--- src/verilog/sfr_pkg.sv ---
// Package: opcodes, field values, phase lengths and states of the fast-read block
package sfr_pkg;
  // Opcodes
  localparam logic [7:0] OP_FAST = 8'h0B;
  localparam logic [7:0] OP_DDR = 8'h0D;
  localparam logic [7:0] OP_DOUT = 8'h3B;
  localparam logic [7:0] OP_DIO = 8'hBB;
  // Mode byte patterns
  localparam logic [3:0] MODE_NIB = 4'hA;
  localparam logic [7:0] MODE_DDR = 8'hA5;
  // Address space
  localparam logic [18:0] ADDR_TOP = 19'h7FFFF;
  localparam logic [18:0] ADDR_ONE = 19'h00001;
  // Phase lengths in bits
  localparam logic [4:0] OPC_BITS = 5'h08;
  localparam logic [4:0] ADDR_BITS = 5'h18;
  localparam logic [4:0] MODE_BITS = 5'h08;
  localparam logic [3:0] BYTE_BITS = 4'h8;
  // Command protocol select
  localparam logic [1:0] PROTO_SPI = 2'h0;
  localparam logic [1:0] PROTO_DUAL = 2'h1;
  localparam logic [1:0] PROTO_QUAD = 2'h2;
  // Lane widths and output enables
  localparam logic [2:0] W1 = 3'h1;
  localparam logic [2:0] W2 = 3'h2;
  localparam logic [2:0] W4 = 3'h4;
  localparam logic [3:0] OE_W1 = 4'h2;
  localparam logic [3:0] OE_W2 = 4'h3;
  localparam logic [3:0] OE_W4 = 4'hF;
  // Pin synchroniser reset value, chip select idles high
  localparam logic [5:0] PIN_RST = 6'h01;

  typedef enum logic [2:0] {
    ST_IDLE = 3'h0,
    ST_OPC = 3'h1,
    ST_ADDR = 3'h2,
    ST_MODE = 3'h3,
    ST_DUMMY = 3'h4,
    ST_DATA = 3'h5,
    ST_IGN = 3'h6
  } sfr_state_t;
endpackage

--- src/verilog/sfr_sync.sv ---
// Two flip-flop synchroniser for pins from outside the clock domain
`timescale 1ns/1ps
module sfr_sync #(
  parameter int W = 1,
  parameter logic [W-1:0] INIT = '0
) (
  // Clock and reset
  input wire logic clk,
  input wire logic rst_n,
  // Data
  input wire logic [W-1:0] d,
  output logic [W-1:0] q
);
  logic [W-1:0] meta_q;

  always_ff @(posedge clk or negedge rst_n) begin
    if (!rst_n) begin
      meta_q <= INIT;
      q <= INIT;
    end else begin
      meta_q <= d;
      q <= meta_q;
    end
  end
endmodule

--- src/verilog/sfr_tx.sv ---
// Byte serialiser driving one, two or four data lanes
`timescale 1ns/1ps
module sfr_tx (
  // Clock and reset
  input wire logic clk,
  input wire logic rst_n,
  // Control
  input wire logic clr,
  input wire logic step,
  input wire logic [2:0] w,
  input wire logic [7:0] din,
  // Lanes
  output logic [3:0] dout,
  output logic [3:0] oe,
  // Byte status
  output logic need_byte,
  output logic byte_end
);
  logic [7:0] sh_q;
  logic [3:0] cnt_q;
  logic [3:0] out_q;
  logic [3:0] oe_q;
  logic [7:0] src;
  logic [3:0] cnt_sum;
  logic [3:0] bits;
  logic [3:0] mask;

  assign need_byte = cnt_q == 4'h0;
  assign src = need_byte ? din : sh_q;
  assign cnt_sum = cnt_q + {1'b0, w};
  assign byte_end = step && (cnt_sum == sfr_pkg::BYTE_BITS);
  // Single lane drives the serial output line, the second lane
  assign bits = (w == sfr_pkg::W4) ? src[7:4] :
                (w == sfr_pkg::W2) ? {2'h0, src[7:6]} : {2'h0, src[7], 1'b0};
  assign mask = (w == sfr_pkg::W4) ? sfr_pkg::OE_W4 :
                (w == sfr_pkg::W2) ? sfr_pkg::OE_W2 : sfr_pkg::OE_W1;
  assign dout = out_q;
  assign oe = oe_q;

  always_ff @(posedge clk or negedge rst_n) begin
    if (!rst_n) begin
      sh_q <= 8'h00;
      cnt_q <= 4'h0;
      out_q <= 4'h0;
      oe_q <= 4'h0;
    end else if (clr) begin
      cnt_q <= 4'h0;
      out_q <= 4'h0;
      oe_q <= 4'h0;
    end else if (step) begin
      sh_q <= src << w;
      cnt_q <= byte_end ? 4'h0 : cnt_sum;
      out_q <= bits;
      oe_q <= mask;
    end
  end
endmodule

--- src/verilog/sfr_read_core.sv ---
// Serial memory fast-read command engine with opcode-skip continuous mode
//
// Overview of operation
// After each data byte is shifted out, the read address steps up by one.
// Address wraps from the top of the array back to zero, streaming on.
// Single-rate fast read accepted in single, dual and quad command protocol.
// Single-rate mode byte with upper nibble 1010 skips opcode in next frame.
// Without continuous mode, each frame starts with an opcode.
// A mode byte without the pattern leaves continuous mode.
// Dummy cycle count comes from the latency code of configuration register one.
// Double-rate read only in quad protocol; address, dummy, data on both edges.
// Double-rate read enters continuous mode only on the exact full pattern.
// Host keeps chip select low through double-rate dummy cycles.
// Host uses clock idle-low mode for the double-rate read.
// Two-line output read carries opcode to dummy on the single input line.
// Two-line output read drives both lanes after last dummy, bit 7 on line one.
// Two-line address read sends address two bits per clock, high bit line one.
// Two-line address read outputs bit 7 on line one, bit 6 on line zero.
// Only 19 address bits are decoded; upper bits of top byte ignored.
// Data lines stay undriven while deselected and until output data begins.
`timescale 1ns/1ps
module sfr_read_core (
  // Clock and reset
  input wire logic CLOCK,
  input wire logic RST_N,
  // Serial link pins
  input wire logic CS_N,
  input wire logic SCK,
  input wire logic [3:0] IO_IN,
  output logic [3:0] IO_OUT,
  output logic [3:0] IO_OE,
  // Configuration
  input wire logic [1:0] PROTO,
  input wire logic [3:0] LATENCY_CYCLE_CODE,
  // Array read port
  output logic [18:0] MEM_ADDR,
  input wire logic [7:0] MEM_DATA,
  // Status
  output logic XIP_ACTIVE
);
  ////////////////////////////////////////////////////////////////////////////
  // Reset release and pin synchronisation
  logic [1:0] rst_sr_q;
  logic rst_n;
  logic [5:0] pin_s;
  logic cs_n_s;
  logic sck_s;
  logic [3:0] io_s;
  logic cs_d_q;
  logic sck_d_q;

  always_ff @(posedge CLOCK or negedge RST_N) begin
    if (!RST_N) begin
      rst_sr_q <= 2'h0;
    end else begin
      rst_sr_q <= {rst_sr_q[0], 1'b1};
    end
  end
  assign rst_n = rst_sr_q[1];

  sfr_sync #(
    .W(6),
    .INIT(sfr_pkg::PIN_RST)
  ) u_pin_sync (
    .clk(CLOCK),
    .rst_n(rst_n),
    .d({IO_IN, SCK, CS_N}),
    .q(pin_s)
  );
  assign cs_n_s = pin_s[0];
  assign sck_s = pin_s[1];
  assign io_s = pin_s[5:2];

  always_ff @(posedge CLOCK or negedge rst_n) begin
    if (!rst_n) begin
      cs_d_q <= 1'b1;
      sck_d_q <= 1'b0;
    end else begin
      cs_d_q <= cs_n_s;
      sck_d_q <= sck_s;
    end
  end

  ////////////////////////////////////////////////////////////////////////////
  // Decode
  sfr_pkg::sfr_state_t state_q;
  sfr_pkg::sfr_state_t state_d;
  logic [7:0] cmd_q;
  logic [7:0] xip_cmd_q;
  logic xip_q;
  logic [23:0] sh_q;
  logic [4:0] bcnt_q;
  logic [4:0] dcnt_q;
  logic [18:0] addr_q;
  logic [2:0] pw;
  logic [2:0] w;
  logic rise;
  logic fall;
  logic cs_fall;
  logic ddr;
  logic beat;
  logic out_ev;
  logic [3:0] in_bits;
  logic [23:0] sh_d;
  logic [4:0] bnext;
  logic [4:0] plen;
  logic done;
  logic opc_done;
  logic addr_done;
  logic mode_done;
  logic op_ok;
  logic [7:0] op_byte;
  logic [7:0] mode_byte;
  logic [18:0] addr_in;
  logic mode_hit;
  logic [4:0] dum_tgt;
  logic dum_done;
  logic no_dummy;
  logic byte_end;
  logic need_byte;
  logic in_hdr;

  // Lane width of the current phase; opcodes always use the protocol width
  function automatic logic [2:0] lane_w(input sfr_pkg::sfr_state_t st,
      input logic [7:0] op, input logic [2:0] pwid);
    logic [2:0] r;
    r = pwid;
    if (st != sfr_pkg::ST_OPC) begin
      case (op)
        sfr_pkg::OP_DDR: r = sfr_pkg::W4;
        sfr_pkg::OP_DOUT: r = (st == sfr_pkg::ST_DATA) ? sfr_pkg::W2 : sfr_pkg::W1;
        sfr_pkg::OP_DIO: r = sfr_pkg::W2;
        default: r = pwid;
      endcase
    end
    return r;
  endfunction

  assign rise = sck_s & ~sck_d_q;
  assign fall = ~sck_s & sck_d_q;
  assign cs_fall = cs_d_q & ~cs_n_s;
  assign pw = (PROTO == sfr_pkg::PROTO_QUAD) ? sfr_pkg::W4 :
              (PROTO == sfr_pkg::PROTO_DUAL) ? sfr_pkg::W2 : sfr_pkg::W1;
  assign w = lane_w(state_q, cmd_q, pw);
  assign in_hdr = (state_q == sfr_pkg::ST_OPC) || (state_q == sfr_pkg::ST_ADDR) ||
                  (state_q == sfr_pkg::ST_MODE);
  // Opcode stays single-rate; everything after it uses both edges
  // Fall that closes the last opcode clock carries no address bits
  assign ddr = (cmd_q == sfr_pkg::OP_DDR) && (state_q != sfr_pkg::ST_OPC) &&
               (state_q != sfr_pkg::ST_IDLE) &&
               !((state_q == sfr_pkg::ST_ADDR) && (bcnt_q == 5'h00));
  assign beat = !cs_n_s && (rise || (ddr && fall));
  assign out_ev = !cs_n_s && (state_q == sfr_pkg::ST_DATA) &&
                  (ddr ? (rise || fall) : fall);
  assign in_bits = (w == sfr_pkg::W4) ? io_s :
                   (w == sfr_pkg::W2) ? {2'h0, io_s[1:0]} : {3'h0, io_s[0]};
  assign sh_d = (sh_q << w) | {20'h00000, in_bits};
  assign bnext = bcnt_q + {2'h0, w};
  assign plen = (state_q == sfr_pkg::ST_ADDR) ? sfr_pkg::ADDR_BITS :
                (state_q == sfr_pkg::ST_MODE) ? sfr_pkg::MODE_BITS : sfr_pkg::OPC_BITS;
  assign done = beat && in_hdr && (bnext == plen);
  assign opc_done = done && (state_q == sfr_pkg::ST_OPC);
  assign addr_done = done && (state_q == sfr_pkg::ST_ADDR);
  assign mode_done = done && (state_q == sfr_pkg::ST_MODE);
  assign op_byte = sh_d[7:0];
  assign mode_byte = sh_d[7:0];
  assign addr_in = sh_d[18:0];
  assign op_ok = (op_byte == sfr_pkg::OP_FAST) ||
                 ((op_byte == sfr_pkg::OP_DDR) && (PROTO == sfr_pkg::PROTO_QUAD)) ||
                 (((op_byte == sfr_pkg::OP_DOUT) || (op_byte == sfr_pkg::OP_DIO)) &&
                  (PROTO == sfr_pkg::PROTO_SPI));
  // Double-rate needs the full byte, the others only the upper nibble
  assign mode_hit = (cmd_q == sfr_pkg::OP_DDR) ? (mode_byte == sfr_pkg::MODE_DDR) :
                    (mode_byte[7:4] == sfr_pkg::MODE_NIB);
  // Dummy counted in clocks; double-rate samples two beats per clock
  assign dum_tgt = ddr ? {LATENCY_CYCLE_CODE, 1'b0} : {1'b0, LATENCY_CYCLE_CODE};
  assign no_dummy = LATENCY_CYCLE_CODE == 4'h0;
  assign dum_done = beat && (state_q == sfr_pkg::ST_DUMMY) &&
                    ((dcnt_q + 5'h01) == dum_tgt);

  ////////////////////////////////////////////////////////////////////////////
  // Phase sequencing
  always_comb begin
    state_d = state_q;
    case (state_q)
      sfr_pkg::ST_IDLE: if (cs_fall) begin
        state_d = xip_q ? sfr_pkg::ST_ADDR : sfr_pkg::ST_OPC;
      end
      sfr_pkg::ST_OPC: if (opc_done) begin
        state_d = op_ok ? sfr_pkg::ST_ADDR : sfr_pkg::ST_IGN;
      end
      sfr_pkg::ST_ADDR: if (addr_done) begin
        state_d = sfr_pkg::ST_MODE;
      end
      sfr_pkg::ST_MODE: if (mode_done) begin
        state_d = no_dummy ? sfr_pkg::ST_DATA : sfr_pkg::ST_DUMMY;
      end
      sfr_pkg::ST_DUMMY: if (dum_done) begin
        state_d = sfr_pkg::ST_DATA;
      end
      sfr_pkg::ST_DATA: state_d = state_q;
      sfr_pkg::ST_IGN: state_d = state_q;
      default: state_d = sfr_pkg::ST_IDLE;
    endcase
    // Deselect ends any frame, even inside dummy cycles
    if (cs_n_s) begin
      state_d = sfr_pkg::ST_IDLE;
    end
  end

  always_ff @(posedge CLOCK or negedge rst_n) begin
    if (!rst_n) begin
      state_q <= sfr_pkg::ST_IDLE;
      bcnt_q <= 5'h00;
      dcnt_q <= 5'h00;
      sh_q <= 24'h000000;
    end else begin
      state_q <= state_d;
      bcnt_q <= (state_d != state_q) ? 5'h00 : (beat && in_hdr) ? bnext : bcnt_q;
      dcnt_q <= (state_d != state_q) ? 5'h00 : (dum_done || !beat) ? dcnt_q :
                dcnt_q + 5'h01;
      if (beat && in_hdr) begin
        sh_q <= sh_d;
      end
    end
  end

  ////////////////////////////////////////////////////////////////////////////
  // Command, continuous mode and address
  always_ff @(posedge CLOCK or negedge rst_n) begin
    if (!rst_n) begin
      cmd_q <= 8'h00;
      xip_cmd_q <= 8'h00;
      xip_q <= 1'b0;
    end else if (state_q == sfr_pkg::ST_IDLE && cs_fall && xip_q) begin
      cmd_q <= xip_cmd_q;
    end else if (opc_done) begin
      cmd_q <= op_byte;
    end else if (mode_done) begin
      xip_q <= mode_hit;
      xip_cmd_q <= cmd_q;
    end
  end

  // Address is a flop so the array sees a stable index all byte long
  always_ff @(posedge CLOCK or negedge rst_n) begin
    if (!rst_n) begin
      addr_q <= 19'h00000;
    end else if (addr_done) begin
      addr_q <= addr_in;
    end else if (byte_end) begin
      addr_q <= addr_q + sfr_pkg::ADDR_ONE;
    end
  end

  ////////////////////////////////////////////////////////////////////////////
  // Output lanes
  sfr_tx u_tx (
    .clk(CLOCK),
    .rst_n(rst_n),
    .clr(cs_n_s || (state_q != sfr_pkg::ST_DATA)),
    .step(out_ev),
    .w(w),
    .din(MEM_DATA),
    .dout(IO_OUT),
    .oe(IO_OE),
    .need_byte(need_byte),
    .byte_end(byte_end)
  );

  assign MEM_ADDR = addr_q;
  assign XIP_ACTIVE = xip_q;
endmodule

--- config.mk ---
export PLATFORM = sky130hd
export DESIGN_NAME = sfr_read_core
export DESIGN_NICKNAME = d
export VERILOG_FILES = /design/src/verilog/sfr_pkg.sv /design/src/verilog/sfr_sync.sv /design/src/verilog/sfr_tx.sv /design/src/verilog/sfr_read_core.sv
export SDC_FILE = /design/constraint.sdc
export NUM_CORES = 1
export LEC_CHECK = 0
export BUFFER_PORTS_ARGS = -buffer_cell sky130_fd_sc_hd__buf_2
export CAP_MARGIN = 10
export CORE_ASPECT_RATIO = 0.8
export CORE_MARGIN = 4
export CORE_UTILIZATION = 55
export DETAILED_ROUTE_END_ITERATION = 10
export HOLD_SLACK_MARGIN = 0.06
export MAX_ROUTING_LAYER = met4
export PLACE_DENSITY = 0.75
export SYNTH_ARGS = -nofsm -noshare
export SYNTH_HDL_FRONTEND = slang
export SYNTH_SLANG_ARGS = --single-unit
export TNS_END_PERCENT = 10
--- constraint.sdc ---
create_clock -name CLOCK -period 6.6 [get_ports CLOCK]
set_input_delay 0.99 -clock CLOCK [delete_from_list [all_inputs] [get_ports CLOCK]]
set_output_delay 0.99 -clock CLOCK [all_outputs]
set_load 0.01 [all_outputs]
==> flow_metrics.env <==
export IMPL_yosys_warnings=0
export IMPL_drive_above_1_share_pct=16.2
export IMPL_syn_nets=692
export IMPL_drt_iter0_markers=487
export IMPL_post_cts_buffers=0
export IMPL_synth_largest_area_cell="dfrtp_1"
export IMPL_final_cell_mix="dfrtp_1, nand2_1, mux2i_1"
export IMPL_setup_viol=0
export IMPL_critical_path_max_stage_delay_ns=0.71
export IMPL_cpMostUsedCell="nand4b_1"
export IMPL_cp_cell_sequence="nand4b_1, a2111oi_1, nor3_2, inv_2, ha_1, inv_1, fa_1, xor2_1, nand4b_1, or3b_2, a211oi_1, a21oi_1, or2_0, a22oi_1, o21ai_0"
export IMPL_finalPower_uw=1780
export IMPL_seqPwrFrac_pct=44.6
export IMPL_die_h_um=103
export IMPL_drc=0
export IMPL_grt_pass1_vias=4936
export IMPL_irDropWorstVdd_uv=197
export IMPL_initial_core_util_pct=56.5
export IMPL_die_area_um2=13000
export IMPL_numCtsBuffers=9
export IMPL_avgSynthCellArea_um2=9.41
export IMPL_clock_sinks=103
export IMPL_drt_wirelength_per_cell_um=17.8
export IMPL_synth_main_ff_cell="dfrtp_1"
export IMPL_dr_pass1_iters=5
export IMPL_syn2layout_area_growth_pct=10.6
export IMPL_hold_viol=0
export IMPL_max_cap_viol_count=0
export IMPL_worst_pin_slew_ns=1.17
export IMPL_insertion_delay_ns=0.35
export IMPL_io_buffer_count=49
export IMPL_yosysUniqueCellTypes=74
export IMPL_intPower_uw=1170
export IMPL_cp_arrival_ns=5.58
export IMPL_layout_nets=724
export IMPL_switching_share_pct=34.5
export IMPL_final_area_um2=6810
export IMPL_p_switching_uw=614
export IMPL_async_reset_ff_share_pct=100
export IMPL_cts_resized=0
export IMPL_slowest_stage="a2111oi_1"
export IMPL_finalCriticalPeriod_ns=5.39
export IMPL_grt_max_degree=79
export IMPL_holdCritPathClass="flip-flop to asynchronous set/reset pin"
export IMPL_syn_area_um2=6160
export IMPL_synth_ff_latch_count=103
export IMPL_crit_fanout=24
export IMPL_place_gp_congestion=0.895
export IMPL_globalRouteTotalUtil_pct=24.3
export IMPL_io_pins=50
export IMPL_end_kind="flip-flop"
export IMPL_synth_cells=654
export IMPL_cts_root_buf="clkbuf_16"
export IMPL_p_leak_uw=0.00321
export IMPL_core_area_um2=10900
export IMPL_cts_htree_levels=3
export IMPL_p_comb_share_pct=25.4
export IMPL_synth_area_leaders="dfrtp_1, mux2i_1, nand2_1"
export IMPL_vias=5102
export IMPL_antenna_left=0
export IMPL_status="completed"
export IMPL_grt_overflow=0
export IMPL_rows=34
export IMPL_cts_tree="built"
export IMPL_die_w_um=126
export IMPL_skew_ns=0.00779
export IMPL_cp_required_ns=6.79
export IMPL_layout_commonest_cell="dfrtp_1"
export IMPL_synth_seq_area_share_pct=41.9
export IMPL_antenna_found_initial=0
export IMPL_hpwl_um=10400
export IMPL_power_frac_clock_pct=30.0
export IMPL_antenna_cells=0
export IMPL_start_kind="flip-flop"
export IMPL_placed_area_um2=6510
export IMPL_rsz0062_at_grt="no"
export IMPL_whs_ns=0.219
export IMPL_report_final_slew_viol_count=0
export IMPL_post_drt_via_cell_ratio=6.11
export IMPL_synth_top_area_share_pct=40.7
export IMPL_clkTransAtPathRegs_ns=0.07
export IMPL_path_class="flip-flop to flip-flop"
export IMPL_power_per_cell_area_nw_per_um2=261
export IMPL_setup_tns_ns=0
export IMPL_clock_path_buffers=2
export IMPL_maxSlewHeadroom_pct=21.9
export IMPL_finalCritPeriodShare_pct=81.6
export IMPL_postCtsHoldBufs=0
export IMPL_wl_um=14900
export IMPL_grt_pass1_wl_um=24600
export IMPL_synth_edf_count=0
export IMPL_max_freq_mhz=186
[power groups by stage]
stage	combinational (uW)	sequential [uW]	clock [uW]
2_1_floorplan	333	778	0
3_3_place_gp	431	801	0
3_5_place_dp	441	803	0
4_1_cts	445	791	547
5_1_grt	499	804	572
6_report	452	794	534
[final cells by class]
cell class / count / area (um^2)
flip-flops and latches: 103 / 2580
inverters: 26 / 103
clock buffers: 11 / 253
clock inverters: 5 / 47.5
multi-input cells: 489 / 3340
repair buffers: 57 / 305
well taps: 144 / 180
fillers: 945 / 4080
[routing by layer]
layer / wire [um] / track usage, % / vias to the layer above
met5: 0 / - / -
met4: 262 / 7.50 / 0
met3: 775 / 3.99 / 26
met2: 6740 / 37.8 / 153
met1: 7120 / 33.1 / 2498
li1: - / - / 2425
[critical path, delay by kind of cell, from the launching register on]
family	cells	cell delay [ns]
compound gates	5	1.76
xor+xnor	1	0.24
fa+ha+maj	2	0.68
buf+inv	2	0.50
flops	1	0.41
simple gates	5	1.63
[worst paths after layout]
path	end	startpoint	slack [ns]	depth (start not counted)
max	cmd_q[3]	cmd_q[2]	1.21	15
min	u_pin_sync.meta_q[2]	rst_sr_q[1]	0.22	0
max reg2reg	cmd_q[3]	cmd_q[2]	1.21	15
min reg2reg	u_pin_sync.meta_q[2]	rst_sr_q[1]	0.22	0
max in group asynchronous	dcnt_q[4]	rst_sr_q[1]	5.08	1
min in group CLOCK	u_pin_sync.q[2]	u_pin_sync.meta_q[2]	0.35	0
[cell families (layout without fill, tap and decap cells)]
kind of cell | Yosys count | in the layout | share of synthesized area [%]
simple gates | 221 | 221 | 17.9
xor+xnor | 29 | 29 | 4.13
mux | 77 | 77 | 13.0
fa+ha+maj | 16 | 16 | 3.50
compound gates | 145 | 145 | 15.3
buf+inv | 62 | 99 | 4.19
other cells | 1 | 1 | 0.0609
flops | 103 | 103 | 41.9
[state kept, by name, indices dropped and copies added (netlist names), 2 cells and up]
name               cells
u_tx.dout              4
sh_q                  19
u_pin_sync.q           6
u_tx.cnt_q             4
rst_sr_q               2
bcnt_q                 5
dcnt_q                 5
u_tx.oe                3
MEM_ADDR              19
cmd_q                  8
u_tx.sh_q              8
xip_cmd_q              8
u_pin_sync.meta_q      6
state_q                3
[synth_stat cells (3+ instances only)]
master,number
a211oi_1,10
or3b_2,3
or4_1,3
mux2i_1,61
nand4b_1,3
buf_2,7
a222oi_1,3
o31ai_1,4
and3_1,8
mux2_2,14
nor3_1,17
or3_1,7
nor4_1,4
nor2_1,42
a31oi_1,5
dfrtp_1,100
xnor2_1,16
a21o_1,4
ha_1,14
a22oi_1,4
a221o_1,3
nor3_2,3
o2bb2ai_1,3
nand3_1,13
clkbuf_1,25
nand4_1,11
o21ai_0,47
dfstp_2,3
xor2_1,13
inv_1,23
nand2_1,84
a21oi_1,33
o211ai_1,5
nand3b_1,4
and2_1,4
[through the flow]
step | setup WS [ns] | utilization (%) | std cells
3_3_place_gp | 1.32 | 59.8 | 819
5_1_grt | 0.763 | 62.5 | 835
6_report | 1.21 | 62.5 | 835
2_1_floorplan | 1.60 | - | 654
4_1_cts | 1.28 | 62.5 | 835
3_5_place_dp | 1.09 | 59.8 | 819
Note: power is estimated with default switching activity, not from simulation.
